**config.mk**
```make
export PLATFORM = sky130hd
export DESIGN_NAME = csq_sequencer
export DESIGN_NICKNAME = d
export VERILOG_FILES = /design/src/csq_pkg.sv /design/src/csq_sequencer.sv
export VERILOG_INCLUDE_DIRS = /design/src
export SDC_FILE = /design/constraint.sdc
export NUM_CORES = 1
export LEC_CHECK = 0
export BUFFER_PORTS_ARGS = -buffer_cell sky130_fd_sc_hd__buf_2
export CAP_MARGIN = 10
export CORE_MARGIN = 2
export CORE_UTILIZATION = 30
export DETAILED_ROUTE_END_ITERATION = 16
export PLACE_DENSITY = 0.52
export SLEW_MARGIN = 0
export SYNTH_ARGS = -nofsm -noshare
export SYNTH_HDL_FRONTEND = slang
export SYNTH_SLANG_ARGS = --single-unit
export TNS_END_PERCENT = 100
```
**constraint.sdc**
```tcl
create_clock -name clk -period 7.3 [get_ports clk]
set_input_delay 1.46 -clock clk [delete_from_list [all_inputs] [get_ports clk]]
set_output_delay 1.46 -clock clk [all_outputs]
set_load 0.02 [all_outputs]
```
**src/csq_consts.svh**
```systemverilog
// Constants for the control sequencer: timing, function codes, addresses
`ifndef CSQ_CONSTS_SVH
`define CSQ_CONSTS_SVH
`define CSQ_CLK_NS        10
`define CSQ_CYCLE_NS      500
`define CSQ_PHASES        4
`define CSQ_PHASE_NS      (`CSQ_CYCLE_NS / `CSQ_PHASES)
`define CSQ_PHASE_CYC     (`CSQ_PHASE_NS / `CSQ_CLK_NS)
`define CSQ_FN_IDX_LO     6'h03
`define CSQ_FN_IDX_HI     6'h27
`define CSQ_FN_WAIT       6'h3F
`define CSQ_FN_LD_SEL     6'h3E
`define CSQ_FN_LD_PAGE    6'h3D
`define CSQ_FN_LD_SKIP    6'h3C
`define CSQ_FN_LD_IDX     6'h3B
`define CSQ_K_PAGE_BIT    3
`define CSQ_CTL_INTR_ADDR 8'h40
`define CSQ_CTL_BUF_BASE  8'h10
`endif

```
**src/csq_pkg.sv**
```systemverilog
// Types shared by the control sequencer
package csq_pkg;
  typedef enum logic [3:0] {
    SEQ_IDLE, SEQ_FETCH, SEQ_OPREAD, SEQ_OPREAD2, SEQ_WRITE,
    SEQ_INTR, SEQ_TERM, SEQ_INIT, SEQ_IO1, SEQ_IO2, SEQ_WAIT
  } csq_seq_t;
  typedef enum logic [2:0] {
    CL_COUNT, CL_READ, CL_READ2, CL_DBL, CL_WRITE, CL_BSTEP, CL_JUMP, CL_SPECIAL
  } csq_class_t;
endpackage

```
**src/csq_sequencer.sv**
```systemverilog
// Control sequencer with index, page, address and count registers
`timescale 1ns/1ps
`include "csq_consts.svh"
module csq_sequencer #(
  parameter int PHASE_CYC = `CSQ_PHASE_CYC
) (
  // Clock and reset
  input  wire logic        clk,
  input  wire logic        arst_n,
  // Run control and requests
  input  wire logic        run,
  input  wire logic        intr_req,
  input  wire logic        buf_req,
  input  wire logic [2:0]  buf_chan,
  input  wire logic        io_req,
  input  wire logic        io_dbl,
  input  wire logic        io_write,
  input  wire logic [15:0] io_addr,
  // Memory read data and arithmetic status
  input  wire logic [17:0] mem_rd_data,
  input  wire logic [17:0] adder_in,
  input  wire logic        parity_clr,
  input  wire logic        acc_zero,
  input  wire logic        acc_neg,
  input  wire logic        add_sign_a,
  input  wire logic        add_sign_b,
  input  wire logic        add_sign_r,
  input  wire logic        add_step,
  // Memory address side
  output logic [15:0]      main_mem_addr_reg,
  output logic [7:0]       ctl_mem_addr_reg,
  output logic             mem_start_reg,
  output logic             ctl_mem_sel_reg,
  output logic             mem_write_reg,
  // Timing and sequence state
  output logic [1:0]       phase_reg,
  output logic [1:0]       clk_cycle_reg,
  output logic [3:0]       seq_code_reg,
  // Registers and enables
  output logic [15:0]      pc_reg,
  output logic [2:0]       index_select_reg,
  output logic [4:0]       page_extension_reg,
  output logic [5:0]       count_reg,
  output logic [15:0]      b_hold_reg,
  output logic             xfer_en_reg,
  output logic             shift_en_reg,
  output logic             parity_err_reg,
  output logic             jump_en_reg,
  output logic             ovf_reg
);
  if (PHASE_CYC < 1 || PHASE_CYC > 65536) begin : g_phase_check
    $error("PHASE_CYC must lie in 1 to 65536");
  end

  function automatic csq_pkg::csq_class_t fn_class(input logic [5:0] f);
    csq_pkg::csq_class_t c;
    c = csq_pkg::csq_class_t'(f[5:3]);
    return c;
  endfunction

  function automatic logic fn_indexed(input logic [5:0] f);
    return f[0] && f >= `CSQ_FN_IDX_LO && f <= `CSQ_FN_IDX_HI;
  endfunction

  // Phase divider and timing chain
  logic [15:0] div_reg;
  logic        tick;
  logic        cc_end;
  assign tick   = div_reg == 16'(PHASE_CYC - 1);
  assign cc_end = tick && phase_reg == 2'h3 && clk_cycle_reg == 2'h3;

  always_ff @(posedge clk or negedge arst_n) begin
    if (!arst_n) begin
      div_reg       <= 16'h0000;
      phase_reg     <= 2'h0;
      clk_cycle_reg <= 2'h0;
    end else begin
      div_reg <= tick ? 16'h0000 : div_reg + 16'h0001;
      if (tick) begin
        phase_reg <= phase_reg + 2'h1;
        if (phase_reg == 2'h3) clk_cycle_reg <= clk_cycle_reg + 2'h1;
      end
    end
  end

  // Instruction and operand address
  csq_pkg::csq_seq_t seq_reg;
  csq_pkg::csq_seq_t seq_next;
  csq_pkg::csq_seq_t resume_reg;
  csq_pkg::csq_seq_t resume_next;
  logic [17:0] instr_reg;
  logic [17:0] instr_src;
  logic [15:0] idx_mem [8];
  logic [5:0]  k_lower_reg;
  logic        k_busy_reg;
  logic        io_dbl_reg;
  logic        io_write_reg;
  logic [15:0] io_addr_reg;
  logic [2:0]  chan_reg;
  logic [5:0]  fn;
  logic [11:0] eff_low;
  logic [3:0]  page_bits;
  logic [15:0] eff_addr;
  csq_pkg::csq_class_t cls;

  // Fetched word is decoded at the very boundary that ends its fetch
  assign instr_src = cc_end && seq_reg == csq_pkg::SEQ_FETCH ? mem_rd_data : instr_reg;
  assign fn        = instr_src[17:12];
  assign cls       = fn_class(fn);
  assign eff_low   = fn_indexed(fn) ? instr_src[11:0] + b_hold_reg[11:0] : instr_src[11:0];
  assign page_bits = count_reg[`CSQ_K_PAGE_BIT] ? page_extension_reg[3:0] : pc_reg[15:12];
  assign eff_addr  = {page_bits, eff_low};

  // Pending control sequence, decided as the current one ends
  always_comb begin
    case (seq_reg)
      csq_pkg::SEQ_FETCH: begin
        case (fn_class(mem_rd_data[17:12]))
          csq_pkg::CL_READ, csq_pkg::CL_READ2, csq_pkg::CL_DBL: resume_next = csq_pkg::SEQ_OPREAD;
          csq_pkg::CL_WRITE: resume_next = csq_pkg::SEQ_WRITE;
          default: resume_next = mem_rd_data[17:12] == `CSQ_FN_WAIT ? csq_pkg::SEQ_WAIT : csq_pkg::SEQ_FETCH;
        endcase
      end
      csq_pkg::SEQ_OPREAD: resume_next = cls == csq_pkg::CL_DBL ? csq_pkg::SEQ_OPREAD2 : csq_pkg::SEQ_FETCH;
      csq_pkg::SEQ_OPREAD2, csq_pkg::SEQ_WRITE: resume_next = csq_pkg::SEQ_FETCH;
      csq_pkg::SEQ_INTR: resume_next = resume_reg == csq_pkg::SEQ_WAIT ? csq_pkg::SEQ_FETCH : resume_reg;
      default: resume_next = resume_reg;
    endcase
  end

  // Next major sequence, I/O ahead of control
  always_comb begin
    if (seq_reg == csq_pkg::SEQ_TERM) seq_next = csq_pkg::SEQ_INIT;
    else if (seq_reg == csq_pkg::SEQ_IO1 && io_dbl_reg) seq_next = csq_pkg::SEQ_IO2;
    else if (intr_req) seq_next = csq_pkg::SEQ_INTR;
    else if (buf_req) seq_next = csq_pkg::SEQ_TERM;
    else if (io_req) seq_next = csq_pkg::SEQ_IO1;
    else if (resume_next == csq_pkg::SEQ_WAIT) seq_next = csq_pkg::SEQ_WAIT;
    else if (run && !k_busy_reg) seq_next = resume_next;
    else seq_next = csq_pkg::SEQ_IDLE;
  end

  // Major sequencer
  always_ff @(posedge clk or negedge arst_n) begin
    if (!arst_n) begin
      seq_reg      <= csq_pkg::SEQ_IDLE;
      resume_reg   <= csq_pkg::SEQ_FETCH;
      seq_code_reg <= 4'h0;
    end else if (cc_end) begin
      seq_reg      <= seq_next;
      seq_code_reg <= 4'(seq_next);
      resume_reg   <= resume_next;
    end
  end

  // I/O request capture at the boundary
  always_ff @(posedge clk or negedge arst_n) begin
    if (!arst_n) begin
      io_dbl_reg   <= 1'b0;
      io_write_reg <= 1'b0;
      io_addr_reg  <= 16'h0000;
      chan_reg     <= 3'h0;
    end else if (cc_end && seq_next == csq_pkg::SEQ_IO1) begin
      io_dbl_reg   <= io_dbl;
      io_write_reg <= io_write;
      io_addr_reg  <= io_addr;
    end else if (cc_end && seq_next == csq_pkg::SEQ_TERM) begin
      chan_reg <= buf_chan;
    end
  end

  // Memory address registers, loaded once per memory cycle
  always_ff @(posedge clk or negedge arst_n) begin
    if (!arst_n) begin
      main_mem_addr_reg <= 16'h0000;
      ctl_mem_addr_reg  <= 8'h00;
      mem_start_reg     <= 1'b0;
      ctl_mem_sel_reg   <= 1'b0;
      mem_write_reg     <= 1'b0;
    end else begin
      mem_start_reg <= cc_end && seq_next != csq_pkg::SEQ_IDLE && seq_next != csq_pkg::SEQ_WAIT;
      if (cc_end) begin
        ctl_mem_sel_reg <= 1'b0;
        mem_write_reg   <= 1'b0;
        case (seq_next)
          csq_pkg::SEQ_FETCH: main_mem_addr_reg <= seq_reg == csq_pkg::SEQ_FETCH ? pc_reg + 16'h0001 : pc_reg;
          csq_pkg::SEQ_OPREAD: main_mem_addr_reg <= eff_addr;
          csq_pkg::SEQ_OPREAD2: main_mem_addr_reg <= eff_addr + 16'h0001;
          csq_pkg::SEQ_WRITE: begin
            main_mem_addr_reg <= eff_addr;
            mem_write_reg     <= 1'b1;
          end
          csq_pkg::SEQ_INTR: begin
            ctl_mem_addr_reg <= `CSQ_CTL_INTR_ADDR;
            ctl_mem_sel_reg  <= 1'b1;
          end
          csq_pkg::SEQ_TERM: begin
            ctl_mem_addr_reg <= `CSQ_CTL_BUF_BASE + {4'h0, buf_chan, 1'b0};
            ctl_mem_sel_reg  <= 1'b1;
            mem_write_reg    <= 1'b1;
          end
          csq_pkg::SEQ_INIT: begin
            ctl_mem_addr_reg <= `CSQ_CTL_BUF_BASE + {4'h0, chan_reg, 1'b1};
            ctl_mem_sel_reg  <= 1'b1;
            mem_write_reg    <= 1'b1;
          end
          csq_pkg::SEQ_IO1: begin
            main_mem_addr_reg <= io_addr;
            mem_write_reg     <= io_write;
          end
          csq_pkg::SEQ_IO2: begin
            main_mem_addr_reg <= io_addr_reg + 16'h0001;
            mem_write_reg     <= io_write_reg;
          end
          default: main_mem_addr_reg <= main_mem_addr_reg;
        endcase
      end
    end
  end

  // Instruction register, counter, program-loaded registers
  logic fetch_done;
  assign fetch_done = cc_end && seq_reg == csq_pkg::SEQ_FETCH;

  always_ff @(posedge clk or negedge arst_n) begin
    if (!arst_n) begin
      instr_reg          <= 18'h00000;
      pc_reg             <= 16'h0000;
      index_select_reg   <= 3'h0;
      page_extension_reg <= 5'h00;
    end else if (fetch_done) begin
      instr_reg <= mem_rd_data;
      pc_reg    <= pc_reg + 16'h0001;
      if (mem_rd_data[17:12] == `CSQ_FN_LD_SEL) index_select_reg <= mem_rd_data[2:0];
      if (mem_rd_data[17:12] == `CSQ_FN_LD_PAGE) page_extension_reg <= mem_rd_data[4:0];
    end
  end

  // Index locations and holding register with step network
  logic [17:12] fd;
  assign fd = mem_rd_data[17:12];

  always_ff @(posedge clk or negedge arst_n) begin
    if (!arst_n) begin
      for (int i = 0; i < 8; i++) idx_mem[i] <= 16'h0000;
      b_hold_reg <= 16'h0000;
    end else begin
      if (fetch_done && fd == `CSQ_FN_LD_IDX) idx_mem[index_select_reg] <= {4'h0, mem_rd_data[11:0]};
      else if (fetch_done && fn_class(fd) == csq_pkg::CL_BSTEP && b_hold_reg != 16'h0000)
        idx_mem[index_select_reg] <= b_hold_reg - 16'h0001;
      b_hold_reg <= idx_mem[index_select_reg];
    end
  end

  // Count register: two ranks stepped by the shift minor sequence
  logic k_rank_reg;
  always_ff @(posedge clk or negedge arst_n) begin
    if (!arst_n) begin
      count_reg    <= 6'h00;
      k_lower_reg  <= 6'h00;
      k_busy_reg   <= 1'b0;
      k_rank_reg   <= 1'b0;
      shift_en_reg <= 1'b0;
    end else begin
      shift_en_reg <= 1'b0;
      if (fetch_done && (fn_class(fd) == csq_pkg::CL_COUNT || fd == `CSQ_FN_LD_SKIP)) begin
        count_reg  <= mem_rd_data[5:0];
        k_busy_reg <= fn_class(fd) == csq_pkg::CL_COUNT && mem_rd_data[5:0] != 6'h00;
        k_rank_reg <= 1'b0;
      end else if (k_busy_reg && tick) begin
        if (!k_rank_reg) begin
          k_lower_reg  <= count_reg - 6'h01;
          shift_en_reg <= 1'b1;
        end else begin
          count_reg <= k_lower_reg;
          if (k_lower_reg == 6'h00) k_busy_reg <= 1'b0;
        end
        k_rank_reg <= !k_rank_reg;
      end
    end
  end

  // Transfer enable from sequencer state
  always_ff @(posedge clk or negedge arst_n) begin
    if (!arst_n) xfer_en_reg <= 1'b0;
    else xfer_en_reg <= tick && phase_reg == 2'h3 && clk_cycle_reg == 2'h2 &&
                        seq_reg != csq_pkg::SEQ_IDLE && seq_reg != csq_pkg::SEQ_WAIT;
  end

  // Parity, compare and overflow; a set beats a same-cycle clear
  logic par_even;
  assign par_even = ~^adder_in;
  always_ff @(posedge clk or negedge arst_n) begin
    if (!arst_n) begin
      parity_err_reg <= 1'b0;
      jump_en_reg    <= 1'b0;
      ovf_reg        <= 1'b0;
    end else begin
      if (add_step && par_even) parity_err_reg <= 1'b1;
      else if (parity_clr) parity_err_reg <= 1'b0;
      if (fetch_done)
        case (fn_class(fd))
          csq_pkg::CL_JUMP: jump_en_reg <= mem_rd_data[0] ? acc_neg : acc_zero;
          csq_pkg::CL_BSTEP: jump_en_reg <= b_hold_reg != 16'h0000;
          default: jump_en_reg <= 1'b0;
        endcase
      if (add_step) ovf_reg <= add_sign_a == add_sign_b && add_sign_r != add_sign_a;
    end
  end
endmodule
```
==> results.py <==
metrics = {
    "clock_network": {
        "postCtsSetupBuffers": 0,
        "post_cts_resized": 0,
        "clkSinkCount": 279,
        "cts_htree_levels": 2,
        "root_buffer": "clkbuf_16",
        "clk_path_buf_depth": 3,
        "cts_tree": "built",
        "ctsHoldBuffers": 0,
        "clkTransAtPathRegs_ps": 60,
        "clock_latency_ps": 550,
        "cts_buffers": 34,
    },
    "global_routing": {
        "grt_pass1_vias": 11900,
        "grt_antenna_before_repair": 0,
        "grt.overflow.total": 0,
        "grt_pass1_wl_microns": 70800,
        "globalRouteTotalUtil_pct": 18.1,
        "grt_max_degree": 121,
    },
    "yosys": {
        "yosysSeqAreaShare_pct": 47.8,
        "synth_compound_area_share_pct": 17.5,
        "syn_inst": 1524,
        "yosys_warnings": 0,
        "synth.area.top_cells": "dfrtp_1 48%, nand2_1 7.3%, o21ai_0 5.5%, xnor2_1 4.3%, a22oi_1 3.4%",
        "synth_top_cell_by_area": "dfrtp_1",
        "synth_top_family_by_area": "simple AND/OR/NAND/NOR gates",
        "synth_commonest_cells": "283 x nand2_1, 278 x dfrtp_1, 160 x o21ai_0, 71 x nor2_1, 71 x xnor2_1",
        "yosys.cell_count.top_type": "nand2_1",
        "yosys-mux-area-fraction_pct": 5.53,
        "syn_area_per_cell_sq_um": 9.58,
        "synth_area_sq_um": 14600,
        "synth_cell_types": 95,
        "yosysTopAreaCellShare_pct": 47.7,
        "yosys.area_share.adder_pct": 1.77,
        "synthSimpleGateAreaFrac_pct": 17.9,
        "synth-edff-count": 0,
        "async_flop_share_pct": 100,
        "synth_top_flop_cell": "dfrtp_1",
        "synth_xor_area_share_pct": 6.48,
        "synth-seq-cells": 279,
    },
    "timing": {
        "worst_pin_slew_ps": 1210,
        "min_period_ps": 5760,
        "finalSetupViolations": 0,
        "setup_tns_ps": 0,
        "slew_viol_final": 0,
        "timing.final.crit_share_pct": 78.9,
        "finalHoldViolCount": 0,
        "finClkSkew_ps": 20.6,
        "relSlewSlack_pct": 19.3,
        "rsz0062_at_grt": "no",
        "fmax_ghz": 0.174,
        "whs_ps": 470,
    },
    "pwr": {
        "seqPwrFrac_pct": 45.8,
        "vdd_drop_max_mv": 0.163,
        "p_sw_w": 0.000804,
        "pwr-share-comb_pct": 5.1,
        "p_int_w": 0.00261,
        "power_density_nw_per_um2": 200,
        "p_leak_nw": 8.00,
        "p_sw_share_pct": 23.6,
        "clockPowerShare_pct": 49.2,
    },
    "worst_setup_path": {
        "critPathLaunchType": "register",
        "endpoint_kind": "register",
        "critPathKind": "register to register",
        "crit_arrival_ps": 6240,
        "path_max_fanout": 27,
        "cp.required_ps": 7780,
    },
    "placed_design": {
        "dp_cells": 2229,
        "portBuffers": 153,
        "dpl.hpwl_microns": 30900,
        "gp_congestion": 0.902,
    },
    "worst_hold_path": {
        "hold_class": "register to register",
    },
    "final_layout": {
        "area_growth_pct": 16.6,
        "nets": 1740,
        "drive_gt1_share_pct": 17.6,
        "largest_reg_flops": 128,
        "n_antenna_cell": 0,
        "finalNonFillerCells": 2283,
        "fillCellCount": 4915,
    },
    "drt": {
        "drt-vias-per-instance": 5.29,
        "vias": 12100,
        "drc_errors": 0,
        "wire_per_inst_microns": 19.8,
        "dr.pass1.iters": 5,
        "drtAntennaViolNets": 0,
        "drt_iter0_drc": 1155,
        "wirelength_microns": 45200,
    },
    "floorplan": {
        "rows": 80,
        "core_sq_um": 47800,
        "dieArea_sq_um": 50400,
        "boundaryPins": 156,
        "fp.dieH_microns": 225,
        "die_x_microns": 225,
        "initial_core_util_pct": 30.5,
    },
    "run": {
        "max_cap_viol_count": 0,
    },
    "outcome": {
        "status": "completed",
    },
}
worst max-delay path, stage by stage (launching register included):
cell      delay [ps]
dfrtp_1          400
ha_1             230
nor4bb_1         330
and4_1           610
nand4_4          510
nand2_1          260
nand2_1          100
ha_1             230
fa_1             430
a21o_1           190
a21oi_1          330
mux2i_1          230
o22ai_1          140
nand2b_1         150
nor4b_1           70
o21ai_0          460
nor2_1            60
or4_1            520
a221oi_1         300
a21o_1           120
worst paths after layout:
check / cells after the start / slack (ps) / end / startpoint
max reg2reg: 19 / 1540 / main_mem_addr_reg[6] / div_reg[0]
min in group asynchronous: 1 / 880 / ctl_mem_addr_reg[1] / arst_n
min reg2reg: 1 / 470 / ctl_mem_addr_reg[0] / ctl_mem_addr_reg[0]
max: 19 / 1540 / main_mem_addr_reg[6] / div_reg[0]
max in group asynchronous: 2 / 4750 / idx_mem[30] / arst_n
min: 1 / 470 / ctl_mem_addr_reg[0] / ctl_mem_addr_reg[0]
power by group through the flow:
stage	Clock (W)	Combinational (W)	Sequential, W
after floorplan	0	0.0000815	0.00159
after global placement	0	0.000173	0.00159
after detailed placement	0	0.000175	0.00159
after CTS	0.00172	0.000176	0.00156
after global routing	0.00178	0.000195	0.00156
final	0.00168	0.000173	0.00156
stage by stage:
step / area [sq um] / utilization, % / setup WS (ps) / power (W)
finish: 17000 / 35.6 / 1540 / 0.00341
floorplan: 14600 / - / 2320 / 0.00167
global route: 17000 / 35.6 / 1040 / 0.00353
global placement: 16000 / 33.3 / 1610 / 0.00176
detailed placement: 16000 / 33.3 / 1440 / 0.00176
CTS: 17000 / 35.6 / 1570 / 0.00345
metal layers:
| metal | global-route usage, % | share of wire, % | vias up | wire (microns) |
|---|---|---|---|---|
| met5 | 0.391 | 0 | - | 0 |
| met4 | 6.86 | 3.3 | 0 | 1470 |
| met3 | 2.66 | 4.7 | 89 | 2140 |
| met2 | 29.0 | 46 | 369 | 20900 |
| met1 | 24.5 | 46 | 5912 | 20700 |
| li1 | - | - | 5704 | - |
logic make-up after synthesis:
kind of cell / Yosys count
other: 1
muxes: 75
AOI/OAI and AO/OA: 400
xor gates and xnor gates: 108
and+or+nand+nor: 540
DFF: 279
adders and majority gates: 20
buffers and inverters: 101
cell usage in the layout, fill, tap and decap left out, drive strengths merged, types with 6 or more instances in the layout:
cell type / synthesis / layout
a211oi: 10 / 10
a21o: 16 / 16
a21oi: 56 / 56
a221oi: 6 / 6
a222oi: 9 / 9
a22oi: 67 / 67
a31oi: 6 / 6
and2: 7 / 7
and3: 23 / 23
buf: 24 / 170
clkbuf: 57 / 46
dfrtp: 278 / 278
ha: 19 / 19
inv: 20 / 21
mux2: 42 / 42
mux2i: 33 / 33
nand2: 284 / 284
nand3: 38 / 38
nand4: 31 / 31
nor2: 72 / 72
nor3: 25 / 25
nor3b: 6 / 6
nor4: 8 / 8
o21a: 14 / 14
o21ai: 177 / 177
o31ai: 6 / 6
or4: 7 / 7
xnor2: 71 / 71
xor2: 37 / 37
final cells by class:
type,instances,area (sq um),share of cell area (%)
multi-input combinational,1145,7220,42.4
sequential,279,6980,41.0
clock buffer,46,967,5.68
timing repair buffer,170,903,5.31
tap,615,769,4.52
clock inverter,8,97.6,0.574
inverter,20,75.1,0.441
No activity file was read; power rests on OpenSTA's default activity.
